**src/include/smt_pkg.sv**
```systemverilog
// package for the serial peripheral transaction engine
// assumes a 125 MHz core clock and a 32-bit AXI4-Lite register bus
`default_nettype none
package smt_pkg;
	// ****************************************************************
	// clock and timing
	// ****************************************************************
	localparam int CLK_KHZ     = 125000;
	localparam int TIMEOUT_US  = 1000;
	localparam int TIMEOUT_CYC = TIMEOUT_US * (CLK_KHZ / 1000);
	localparam int DIV_BASE    = 8;     // core cycles per half bit at rate 0

	// ****************************************************************
	// register map: printed index, byte address is four times it
	// ****************************************************************
	localparam logic [7:0] IDX_CTRL  = 8'h10;
	localparam logic [7:0] IDX_CMD   = 8'h11;
	localparam logic [7:0] IDX_DAT   = 8'h12;
	localparam logic [7:0] ADDR_CTRL = {IDX_CTRL[5:0], 2'b00};
	localparam logic [7:0] ADDR_CMD  = {IDX_CMD[5:0], 2'b00};
	localparam logic [7:0] ADDR_DAT  = {IDX_DAT[5:0], 2'b00};

	// ****************************************************************
	// control register fields above the configuration half-word
	// ****************************************************************
	localparam int CTRL_REQ_BIT = 16;
	localparam int CTRL_ACT_BIT = 17;
	localparam int CTRL_OVL_BIT = 18;
	localparam int CTRL_TMO_BIT = 19;
	localparam logic [2:0] BC_MAX = 3'h4;

	// configuration half-word, bits 15:0 of the control register
	typedef struct packed {
		logic [2:0] rate_sel;
		logic       clock_polarity;
		logic       clock_phase;
		logic [2:0] byte_count;
		logic       rx_en;
		logic [1:0] in_sel;
		logic [4:0] cs_en;
	} smt_cfg_t;

	localparam smt_cfg_t    CFG_RST = '0;
	localparam logic [15:0] CMD_RST = 16'h0000;
	localparam logic [23:0] DAT_RST = 24'h000000;

	localparam logic [1:0] RESP_OKAY   = 2'h0;
	localparam logic [1:0] RESP_SLVERR = 2'h2;

	typedef enum logic [3:0] {
		ST_IDLE  = 4'b0001,
		ST_SETUP = 4'b0010,
		ST_RUN   = 4'b0100,
		ST_HOLD  = 4'b1000
	} smt_state_t;
endpackage
`default_nettype wire

```
**src/rtl/smt_spi_master.sv**
```systemverilog
// master-mode serial peripheral transaction engine with AXI4-Lite regs
// assumes an AXI4-Lite master on CORE_CLK and slaves on the serial pins
//
// What this block does
// - busy bit is high throughout a transaction and clears itself after.
// - request while busy sets overlap error, held until software clears.
// - timeout sets a sticky flag held until software clears it.
// - command register: 16 bits, opcode high byte, address low byte.
// - command bits go out MSB first, then payload bytes follow.
// - payload is 24 bits, LSB aligned, 1/2/3 bytes use low bytes.
// - write sends 1..5 bytes total, per byte count 0..4.
// - any opcode is sent unchecked.
// - read: received bytes land in the payload register automatically.
// - read sends two command bytes, receives 1..3, count 2..4.
// - polarity and phase bits choose among all four waveform modes.
// - mode 0: clock idles low, first bit out at select fall.
// - mode 3: clock idles high, data valid after first falling edge.
// - modes 0/3 capture on rising; modes 1/2 capture on falling.
// - request launches with current settings, clears when done.
// - byte count is zero based: bytes sent is count plus one, at most five.
// - mode n maps to polarity n[1], phase n[0].
// - every enabled chip select is asserted together.
//
// The AXI4-Lite register port is this design's own decision.
`default_nettype none
module smt_spi_master
	import smt_pkg::*;
#(
	parameter int TIMEOUT_CYCLES = TIMEOUT_CYC
)
(
	input  wire logic        CORE_CLK,
	input  wire logic        ARST_N,
	input  wire logic [7:0]  S_AXI_AWADDR,
	input  wire logic        S_AXI_AWVALID,
	output logic             S_AXI_AWREADY,
	input  wire logic [31:0] S_AXI_WDATA,
	input  wire logic [3:0]  S_AXI_WSTRB,
	input  wire logic        S_AXI_WVALID,
	output logic             S_AXI_WREADY,
	output logic [1:0]       S_AXI_BRESP,
	output logic             S_AXI_BVALID,
	input  wire logic        S_AXI_BREADY,
	input  wire logic [7:0]  S_AXI_ARADDR,
	input  wire logic        S_AXI_ARVALID,
	output logic             S_AXI_ARREADY,
	output logic [31:0]      S_AXI_RDATA,
	output logic [1:0]       S_AXI_RRESP,
	output logic             S_AXI_RVALID,
	input  wire logic        S_AXI_RREADY,
	input  wire logic [3:0]  SERIAL_IN,
	output logic             SERIAL_CLOCK_OUT,
	output logic             SERIAL_DATA_OUT,
	output logic [4:0]       CHIP_SELECT_N
);

	// ****************************************************************
	// declarations
	// ****************************************************************
	smt_state_t  state_r;
	smt_cfg_t    cfg_r;
	smt_cfg_t    run_r;
	smt_cfg_t    cfg_new;
	logic [15:0] cmd_r;
	logic [23:0] dat_r;
	logic        ovl_r;
	logic        tmo_r;
	logic [39:0] sh_r;
	logic [39:0] frame;
	logic        cap_r;
	logic [6:0]  edge_r;
	logic [6:0]  last_edge;
	logic [10:0] div_r;
	logic [10:0] div_lim;
	logic        tick;
	logic [31:0] tmo_cnt_r;
	logic        tmo_hit;
	logic        done;
	logic [3:0]  si_m_r;
	logic [3:0]  si_s_r;
	logic        si_bit;
	logic        busy;
	logic [7:0]  aw_addr_r;
	logic [31:0] w_data_r;
	logic [3:0]  w_strb_r;
	logic        aw_hold_r;
	logic        w_hold_r;
	logic        wr_go;
	logic        wr_ctrl;
	logic        wr_req;
	logic        start;
	logic [31:0] rd_val;
	logic        rd_hit;
	logic [2:0]  bc;

	assign busy = (state_r != ST_IDLE);

	// ****************************************************************
	// serial input synchroniser, two flops per lane
	// ****************************************************************
	always_ff @(posedge CORE_CLK or negedge ARST_N)
	begin
		if (!ARST_N)
		begin
			si_m_r <= 4'h0;
			si_s_r <= 4'h0;
		end
		else
		begin
			si_m_r <= SERIAL_IN;
			si_s_r <= si_m_r;
		end
	end

	assign si_bit = si_s_r[run_r.in_sel];

	// ****************************************************************
	// register write decode and request handling
	// ****************************************************************
	assign wr_go   = aw_hold_r & w_hold_r & ~S_AXI_BVALID;
	assign wr_ctrl = wr_go & (aw_addr_r == ADDR_CTRL);
	assign wr_req  = wr_ctrl & w_strb_r[2] & w_data_r[CTRL_REQ_BIT];
	assign start   = wr_req & ~busy;
	assign done    = (state_r == ST_HOLD && tick) || tmo_hit;

	// merged configuration so a request sees settings of the same write
	always_comb
	begin
		cfg_new = cfg_r;
		if (wr_ctrl && w_strb_r[0])
			cfg_new[7:0] = w_data_r[7:0];
		if (wr_ctrl && w_strb_r[1])
			cfg_new[15:8] = w_data_r[15:8];
	end

	// clamp byte count to the documented maximum of five bytes
	assign bc = (run_r.byte_count > BC_MAX) ? BC_MAX : run_r.byte_count;

	// outgoing frame left aligned: command first, then low payload bytes
	always_comb
	begin
		unique case ((cfg_new.byte_count > BC_MAX) ? BC_MAX
			: cfg_new.byte_count)
			3'h0:    frame = {cmd_r[15:8], 32'h0};
			3'h1:    frame = {cmd_r, 24'h0};
			3'h2:    frame = {cmd_r, dat_r[7:0], 16'h0};
			3'h3:    frame = {cmd_r, dat_r[15:0], 8'h0};
			default: frame = {cmd_r, dat_r};
		endcase
	end

	// sixteen clock edges per byte, zero based count
	assign last_edge = 7'({bc, 4'h0} + 7'd15);

	// ****************************************************************
	// software registers and sticky flags
	// ****************************************************************
	always_ff @(posedge CORE_CLK or negedge ARST_N)
	begin
		if (!ARST_N)
		begin
			cfg_r <= CFG_RST;
			cmd_r <= CMD_RST;
		end
		else if (wr_go)
		begin
			cfg_r <= cfg_new;
			if (aw_addr_r == ADDR_CMD)
			begin
				if (w_strb_r[0]) cmd_r[7:0] <= w_data_r[7:0];
				if (w_strb_r[1]) cmd_r[15:8] <= w_data_r[15:8];
			end
		end
	end

	// payload: hardware capture of a read wins over a software write
	always_ff @(posedge CORE_CLK or negedge ARST_N)
	begin
		if (!ARST_N)
			dat_r <= DAT_RST;
		else if (done && !tmo_hit && run_r.rx_en && bc >= 3'h2)
		begin
			unique case (bc)
				3'h2:    dat_r <= {16'h0, sh_r[7:0]};
				3'h3:    dat_r <= {8'h0, sh_r[15:0]};
				default: dat_r <= sh_r[23:0];
			endcase
		end
		else if (wr_go && aw_addr_r == ADDR_DAT)
		begin
			if (w_strb_r[0]) dat_r[7:0] <= w_data_r[7:0];
			if (w_strb_r[1]) dat_r[15:8] <= w_data_r[15:8];
			if (w_strb_r[2]) dat_r[23:16] <= w_data_r[23:16];
		end
	end

	// error flags: write one to clear, a new event wins over the clear
	always_ff @(posedge CORE_CLK or negedge ARST_N)
	begin
		if (!ARST_N)
		begin
			ovl_r <= 1'b0;
			tmo_r <= 1'b0;
		end
		else
		begin
			if (wr_req && busy)
				ovl_r <= 1'b1;
			else if (wr_ctrl && w_strb_r[2] && w_data_r[CTRL_OVL_BIT])
				ovl_r <= 1'b0;
			if (tmo_hit)
				tmo_r <= 1'b1;
			else if (wr_ctrl && w_strb_r[2] && w_data_r[CTRL_TMO_BIT])
				tmo_r <= 1'b0;
		end
	end

	// ****************************************************************
	// half-bit rate divider and transaction timeout
	// ****************************************************************
	assign div_lim = 11'((DIV_BASE << run_r.rate_sel) - 1);
	assign tick    = busy && (div_r == div_lim);

	always_ff @(posedge CORE_CLK or negedge ARST_N)
	begin
		if (!ARST_N)
			div_r <= 11'h0;
		else if (!busy || tick)
			div_r <= 11'h0;
		else
			div_r <= div_r + 11'h1;
	end

	assign tmo_hit = busy && (tmo_cnt_r == 32'(TIMEOUT_CYCLES - 1));

	always_ff @(posedge CORE_CLK or negedge ARST_N)
	begin
		if (!ARST_N)
			tmo_cnt_r <= 32'h0;
		else if (!busy)
			tmo_cnt_r <= 32'h0;
		else
			tmo_cnt_r <= tmo_cnt_r + 32'h1;
	end

	// ****************************************************************
	// serial engine
	// ****************************************************************
	always_ff @(posedge CORE_CLK or negedge ARST_N)
	begin
		if (!ARST_N)
		begin
			state_r          <= ST_IDLE;
			run_r            <= CFG_RST;
			sh_r             <= 40'h0;
			cap_r            <= 1'b0;
			edge_r           <= 7'h0;
			SERIAL_CLOCK_OUT <= 1'b0;
			SERIAL_DATA_OUT  <= 1'b0;
			CHIP_SELECT_N    <= 5'h1f;
		end
		else if (start)
		begin
			state_r          <= ST_SETUP;
			run_r            <= cfg_new;
			sh_r             <= frame;
			edge_r           <= 7'h0;
			CHIP_SELECT_N    <= ~cfg_new.cs_en;
			SERIAL_CLOCK_OUT <= cfg_new.clock_polarity;
			// phase 0 drives the first bit with the select edge
			SERIAL_DATA_OUT  <= cfg_new.clock_phase ? 1'b0
				: frame[39];
		end
		else if (done)
		begin
			state_r          <= ST_IDLE;
			CHIP_SELECT_N    <= 5'h1f;
			SERIAL_CLOCK_OUT <= run_r.clock_polarity;
		end
		else if (!busy)
		begin
			// idle clock follows the programmed polarity, so a mode change
			// written ahead of the request settles the clock level well before its select edge
			SERIAL_CLOCK_OUT <= cfg_r.clock_polarity;
		end
		else if (tick)
		begin
			unique case (state_r)
				ST_SETUP: state_r <= ST_RUN;
				ST_RUN:
				begin
					SERIAL_CLOCK_OUT <= ~SERIAL_CLOCK_OUT;
					edge_r <= edge_r + 7'h1;
					if (edge_r == last_edge)
						state_r <= ST_HOLD;
					if (!edge_r[0])
					begin
						// leading edge: capture for phase 0, launch for 1
						if (!run_r.clock_phase)
							cap_r <= si_bit;
						else
							SERIAL_DATA_OUT <= sh_r[39];
					end
					else if (!run_r.clock_phase)
					begin
						sh_r <= {sh_r[38:0], cap_r};
						SERIAL_DATA_OUT <= sh_r[38];
					end
					else
						sh_r <= {sh_r[38:0], si_bit};
				end
				default: state_r <= state_r;
			endcase
		end
	end

	// ****************************************************************
	// AXI4-Lite write channels
	// ****************************************************************
	always_ff @(posedge CORE_CLK or negedge ARST_N)
	begin
		if (!ARST_N)
		begin
			aw_hold_r     <= 1'b0;
			w_hold_r      <= 1'b0;
			aw_addr_r     <= 8'h0;
			w_data_r      <= 32'h0;
			w_strb_r      <= 4'h0;
			S_AXI_AWREADY <= 1'b1;
			S_AXI_WREADY  <= 1'b1;
			S_AXI_BVALID  <= 1'b0;
			S_AXI_BRESP   <= RESP_OKAY;
		end
		else
		begin
			if (S_AXI_AWVALID && S_AXI_AWREADY)
			begin
				aw_hold_r     <= 1'b1;
				aw_addr_r     <= S_AXI_AWADDR;
				S_AXI_AWREADY <= 1'b0;
			end
			if (S_AXI_WVALID && S_AXI_WREADY)
			begin
				w_hold_r     <= 1'b1;
				w_data_r     <= S_AXI_WDATA;
				w_strb_r     <= S_AXI_WSTRB;
				S_AXI_WREADY <= 1'b0;
			end
			if (wr_go)
			begin
				aw_hold_r    <= 1'b0;
				w_hold_r     <= 1'b0;
				S_AXI_BVALID <= 1'b1;
				S_AXI_BRESP  <= (aw_addr_r == ADDR_CTRL ||
					aw_addr_r == ADDR_CMD || aw_addr_r == ADDR_DAT)
					? RESP_OKAY : RESP_SLVERR;
			end
			if (S_AXI_BVALID && S_AXI_BREADY)
			begin
				S_AXI_BVALID  <= 1'b0;
				S_AXI_AWREADY <= 1'b1;
				S_AXI_WREADY  <= 1'b1;
			end
		end
	end

	// ****************************************************************
	// AXI4-Lite read channels
	// ****************************************************************
	always_comb
	begin
		rd_hit = 1'b1;
		unique case (S_AXI_ARADDR)
			ADDR_CTRL: rd_val = {12'h0, tmo_r, ovl_r, busy, busy, cfg_r};
			ADDR_CMD:  rd_val = {16'h0, cmd_r};
			ADDR_DAT:  rd_val = {8'h0, dat_r};
			default:
			begin
				rd_val = 32'h0;
				rd_hit = 1'b0;
			end
		endcase
	end

	always_ff @(posedge CORE_CLK or negedge ARST_N)
	begin
		if (!ARST_N)
		begin
			S_AXI_ARREADY <= 1'b1;
			S_AXI_RVALID  <= 1'b0;
			S_AXI_RDATA   <= 32'h0;
			S_AXI_RRESP   <= RESP_OKAY;
		end
		else if (S_AXI_ARVALID && S_AXI_ARREADY)
		begin
			S_AXI_ARREADY <= 1'b0;
			S_AXI_RVALID  <= 1'b1;
			S_AXI_RDATA   <= rd_val;
			S_AXI_RRESP   <= rd_hit ? RESP_OKAY : RESP_SLVERR;
		end
		else if (S_AXI_RVALID && S_AXI_RREADY)
		begin
			S_AXI_RVALID  <= 1'b0;
			S_AXI_ARREADY <= 1'b1;
		end
	end

endmodule
`default_nettype wire

```
**config.mk**
```make
export PLATFORM = sky130hd
export DESIGN_NAME = smt_spi_master
export DESIGN_NICKNAME = d
export VERILOG_FILES = /design/src/include/smt_pkg.sv /design/src/rtl/smt_spi_master.sv
export SDC_FILE = /design/constraint.sdc
export NUM_CORES = 1
export LEC_CHECK = 0
export BUFFER_PORTS_ARGS = -buffer_cell sky130_fd_sc_hd__buf_2
export CAP_MARGIN = 20
export CORE_MARGIN = 5
export CORE_UTILIZATION = 55
export DETAILED_ROUTE_END_ITERATION = 8
export PLACE_DENSITY = 0.85
export SETUP_SLACK_MARGIN = 0.1
export SLEW_MARGIN = 0
export SYNTH_ARGS = -nofsm -noshare
export SYNTH_HDL_FRONTEND = slang
export SYNTH_SLANG_ARGS = --single-unit
```
**constraint.sdc**
```tcl
create_clock -name CORE_CLK -period 8.95 [get_ports CORE_CLK]
set_clock_uncertainty 0.2 [all_clocks]
set_input_delay 2.2375 -clock CORE_CLK [delete_from_list [all_inputs] [get_ports CORE_CLK]]
set_output_delay 2.2375 -clock CORE_CLK [all_outputs]
set_load 0.02 [all_outputs]
```
# --- Word level (Yosys, flattened, before mapping) ---
# Index checks and enable logic that the tools add are counted.
classes:
  addsub: 5
  n_lt_le_gt_ge: 4
  n_eq_ne: 23
  shift: 1
  mux: 71
  bitwise: 14
  reduce_logical: 58
ops:
  columns: ["operator", "count"]
  rows:
  - ["$mux W40", 6]
  - ["$pmux W32 S4", 1]
  - ["$pmux W24 S3", 1]
  - ["$eq A8 B7 Y1 const B", 6]
  - ["$mux W24", 2]
  - ["$pmux W24 S2", 1]
  - ["$mux W8", 5]
  - ["$mux W1", 35]
  - ["$mux W7", 5]
  - ["$reduce_bool A2 Y1", 17]
  - ["$add A32 B1 Y32 const B", 1]
  - ["$eq A32 B17 Y1 const B", 1]
  - ["$mux W32", 1]
  - ["$mux W4", 5]
  - ["$logic_and A1 B1 Y1", 18]
  - ["$eq A3 B2 Y1 const B", 4]
  - ["$add A11 B1 Y11 const B", 1]
  - ["$eq A11 B11 Y1", 1]
  - ["$mux W11", 1]
  - ["$shl A4 B3 Y11 const A", 1]
  - ["$sub A11 B2 Y11 const B", 1]
  - ["$mux W5", 2]
  - ["$reduce_bool A3 Y1", 3]
  - ["$pmux W4 S2", 1]
  - ["other kinds (33)", 56]
word_totals:
  register_bits: 257
  inputBits: 63
  output_inout_bits: 48
  word_cells: 220

# --- Longest topological paths before layout ---
logic_depth:
  word_depth: 11
  mapped_depth: 13
  mapped_depth_nobuf: 9

# --- Worst setup path before layout ---
# Ideal clock, no wire load.
synth_timing:
  kind: "input port to flip-flop"
  start: "in S_AXI_ARADDR[1]"
  end: "reg S_AXI_RDATA[10]"
  setup_ns: 0.083
  arrival_ns: 3.700
  t_required_ns: 8.667
  path_slack_ns: 4.967
  stages: 6
  n_path_buf: 1
  cell_sequence: "nor4_1 > nand3b_1 > nor3b_1 > clkbuf_1 > a21oi_1 > o21ai_0"
synth_via:
  elab_chain_cells: 2
  elab_cells_between_ends: 4
  classes_between: "3 x eq/ne; 1 x mux"
synth_lines:
  columns: ["element", "line", "rtl"]
  rows:
  - ["from (decl)", "smt_spi_master.sv:44", "input wire logic [7:0] S_AXI_ARADDR,"]
  - ["$eq A8 B7 Y1", "smt_spi_master.sv:373", "unique case (S_AXI_ARADDR)"]
  - ["$pmux W24 S3 (*)", "smt_spi_master.sv:373", null]
  - ["to (signal assigned)", "smt_spi_master.sv:398", "S_AXI_RDATA <= rd_val;"]
  - ["to (decl)", "smt_spi_master.sv:47", "output logic [31:0] S_AXI_RDATA,"]
# Every way passes the cells marked *; elsewhere a longest branch is shown, timed or not.
# A chain may end at the register's enable or synchronous reset.

# --- Final worst setup path ---
layout_timing:
  start: "reg run_r[15] in the netlist's numbering"
  end: "reg sh_r[8]"
layout_via:
  elab_chain_cells: 8
  elab_cells_between_ends: 9
  classes_between: "1 x add/sub; 2 x eq/ne; 1 x shift; 5 x reduce/logical"
layout_lines:
  columns: ["element", "line", "rtl"]
  rows:
  - ["from (decl)", "smt_spi_master.sv:62", "smt_cfg_t run_r;"]
  - ["from (signal assigned)", "smt_spi_master.sv:265", "run_r <= cfg_new;"]
  - ["$shl A4 B3 Y11 (*)", "smt_spi_master.sv:221", "assign div_lim = 11'((DIV_BASE << run_r.rate_sel) - 1);"]
  - ["$sub A11 B2 Y11 (*)", "smt_spi_master.sv:221", null]
  - ["$eq A11 B11 Y1 (*)", "smt_spi_master.sv:222", "assign tick = busy && (div_r == div_lim);"]
  - ["$logic_and A1 B1 Y1 (*)", "smt_spi_master.sv:222", null]
  - ["$logic_and A1 B1 Y1", "smt_spi_master.sv:124", "assign done = (state_r == ST_HOLD && tick) || tmo_hit;"]
  - ["$logic_or A1 B1 Y1", "smt_spi_master.sv:124", null]
  - ["$ne A2 B1 Y1 (no source line)", null, null]
  - ["$reduce_and A5 Y1 (no source line) (*)", null, null]
  - ["to (signal assigned)", "smt_spi_master.sv:266", "sh_r <= frame;"]
  - ["to (signal assigned)", "smt_spi_master.sv:306", "sh_r <= {sh_r[38:0], cap_r};"]
  - ["to (signal assigned)", "smt_spi_master.sv:310", "sh_r <= {sh_r[38:0], si_bit};"]
  - ["to (decl)", "smt_spi_master.sv:68", "logic [39:0] sh_r;"]
# Marked as above.

==> reports/results.txt <==
Outcome - complete, no violations
Fmax - 257 MHz
CTS-repair resized insts - 0
Vias/cell - 6.07
Max-cap check violation count - 0
Hold Path Depth - 0
Slowest CP cell - a31o_1
First-pass GRT wire length - 45800 um
Final Max Tran Viols - 0
CTS buffer count - 27
ANT cells - 0
Commonest cells post-synth - dfrtp_1, nand2_1, mux2_2
Pin count of the biggest net entering global routing - 185
Post-CTS Setup Repair Bufs - 0
Worst hold path type - reg2reg
Final setup violation count - 0
CP Capture Type - register
Drt total wl - 27500 um
Clock Pin Slew Worst Setup and Hold Paths - 0.06 ns
Syn-to-layout area delta - 12.5%
TritonRoute pass-1 iters - 5
Synth warnings - 0
CORE AREA - 21200 sq um
Clk Latency, worst-skew pair - 0.54 ns
Hold Vio Cnt, Final - 0
HP Start - si_m_r[0]$_DFF_PN0_
Power Dens Cells - 207 nW/um^2
Synth Instances - 1085
Count leader, synth - dfrtp_1
Via count - 8820
Initial Util - 0.563
Grt ovf - 0
CTS tree - built
Yosys top cell area share - 0.500
R2R depth - 8
R2R Path End - sh_r[8]$_DFFE_PN0P_
Synth Register Bits - 247
DRC viols - 0
Measured slew at the worst slew-check pin - 0.978 ns
Post-DP HPWL - 18600 um
Period minus WS final - 3.89 ns
Drt wl/cell - 18.9 um
Synth area leaders - dfrtp_1, mux2_2, mux2i_1, nand2_1, nor2_1
Ys async rst share - 1.00
Avg Cell Area, Syn - 11.0 sq um
Hold slack - 0.140 ns
Arrival time worst endpoint - 4.11 ns
Number of global-route vias before repair - 8870
Gpl congestion - 0.892
Flop2flop setup slack - 5.06 ns
Hold buffers post-CTS - 0
PortBufs - 91
Top flip-flop cell by instance count after synthesis - dfrtp_1
Critical Path Source Type - register
Leak - 6.34 nW
Register area share after synthesis - 0.520
Yosys cell types - 75
Worst-path fanout max - 33
Met3 Usage GRT - 0.0410
Pwr Total - 0.00277 W
Post-synth EDFFs - 0
Setup WS pre-CTS - 4.99 ns
H-tree levels - 1
Die height - 157 um
FF-to-FF Start - run_r[15]$_DFFE_PN0P_
Period utilization - 0.435
Iter 0 DRT Violations - 730
Mapped Area - 11900 sq um
Area post-placement - 12500 sq um
CTS root buffer - clkbuf_16
Final std cell area, no fill - 13400 sq um
Final ANT Viol Nets - 0
Initial antenna violation count - 0
Die area - 24700 sq um
FP Rows - 53
RSZ-0062 raised after global routing - false
CP peak stage delay - 0.70 ns
Area leader, netlist - dfrtp_1
Ports - 111
Number of fillers in the final layout - 1590
Final setup TNS - 0 ns
CP delay by family, top - compound AO/OA/AOI/OAI gates
Die Span X - 157 um
Met2 GRT Util - 0.354
WHS Endpoint - si_s_r[0]$_DFF_PN0_
Worst slew margin - 0.348
Crit path from - run_r[15]$_DFFE_PN0P_
Max VDD drop - 0.193 mV
Nets - 1228
GRT busiest layer - met2
Critical path class - reg2reg
CTS max path bufs - 3
GRT Overall Usage - 0.227
Smallest setup slack after layout - 5.06 ns
Critical path buffers and inverters - 0
CP Cell Sequence - or3_1 > ha_1 > nor3b_1 > a221o_1 > o32a_1 > a31o_1 > nand2_8 > mux2_1
Clock sink total - 247
Worst Path Required - 9.16 ns
Met1 Use GR - 0.328
Ratio of cells with drive above 1 in the final layout - 0.239
[per-stage QoR]
step / utilization / instances
after CTS: 0.633 / 1452
after global placement: 0.591 / 1406
after detailed placement: 0.591 / 1407
after floorplan: - / 1094
after global routing: 0.633 / 1452
final: 0.633 / 1452
[placed cells by master (no fill, tap or decap), drive strengths merged, types with 8 or more instances in the layout]
cell,n
nand3,57
a21oi,46
or3,10
nor2,89
buf,100
nand4,14
o211ai,10
nor4,9
dfrtp,238
o22ai,8
xor2,30
o21ai,67
a31oi,10
inv,23
dfstp,9
mux2i,65
clkbuf,37
xnor2,14
conb,10
mux2,105
and3,8
nand2,107
o31ai,13
a22o,8
[kinds of logic after synthesis]
family	Yosys count	synth area share
simple gates	354	0.154
flops	247	0.520
compound gates	181	0.0963
mux	171	0.158
buf+inv	83	0.0350
xor+xnor	44	0.0324
fa+ha+maj	4	0.00420
other cells	1	0.000315
[how the worst max path moves through the flow]
stage | to | slack [ns] | cells past startpoint
6_report | sh_r[8]$_DFFE_PN0P_ | 5.06 | 8
5_1_grt | sh_r[8]$_DFFE_PN0P_ | 4.90 | 8
4_1_cts | sh_r[8]$_DFFE_PN0P_ | 5.10 | 8
3_5_place_dp | S_AXI_RDATA[17]$_DFFE_PN0P_ | 4.99 | 6
3_3_place_gp | S_AXI_RDATA[17]$_DFFE_PN0P_ | 5.05 | 6
2_1_floorplan | S_AXI_RDATA[10]$_DFFE_PN0P_ | 4.97 | 6
[worst register-to-register path, stage by stage, from the launching register on]
cell     delay [ns]
dfrtp_1        0.51
or3_1          0.42
ha_1           0.34
nor3b_1        0.34
a221o_1        0.26
o32a_1         0.23
a31o_1         0.70
nand2_8        0.36
mux2_1         0.43
[report_power, final]
group          switching, W  leakage, nW  internal (W)
sequential         0.000135         3.29       0.00124
combinational      0.000141         2.61      0.000146
clock              0.000435        0.432      0.000671
total              0.000711         6.34       0.00206
[flip-flops by register name, summed over array words and instances (netlist names), 11 cells and up]
register,count
cmd_r,16
div_r,11
w_data_r,24
S_AXI_RDATA,24
sh_r,40
cfg_r,16
tmo_cnt_r,32
dat_r,24
run_r,11
[cell type report]
type / count / area [sq um] / share of cell area
Clock buffer: 37 / 753 / 0.0563
Clock inverter: 8 / 123 / 0.00916
Inverter: 21 / 78.8 / 0.00589
Multi-Input combinational cell: 764 / 5350 / 0.400
Sequential cell: 247 / 6190 / 0.463
Tap cell: 275 / 344 / 0.0257
Timing Repair Buffer: 100 / 543 / 0.0406
[metal layers]
metal  vias up  share of wire
met5         -              0
met4         0          0.029
met3        58          0.083
met2       369           0.45
met1      4385           0.44
li1       4008              -
Power figures use the tool's default switching activity.
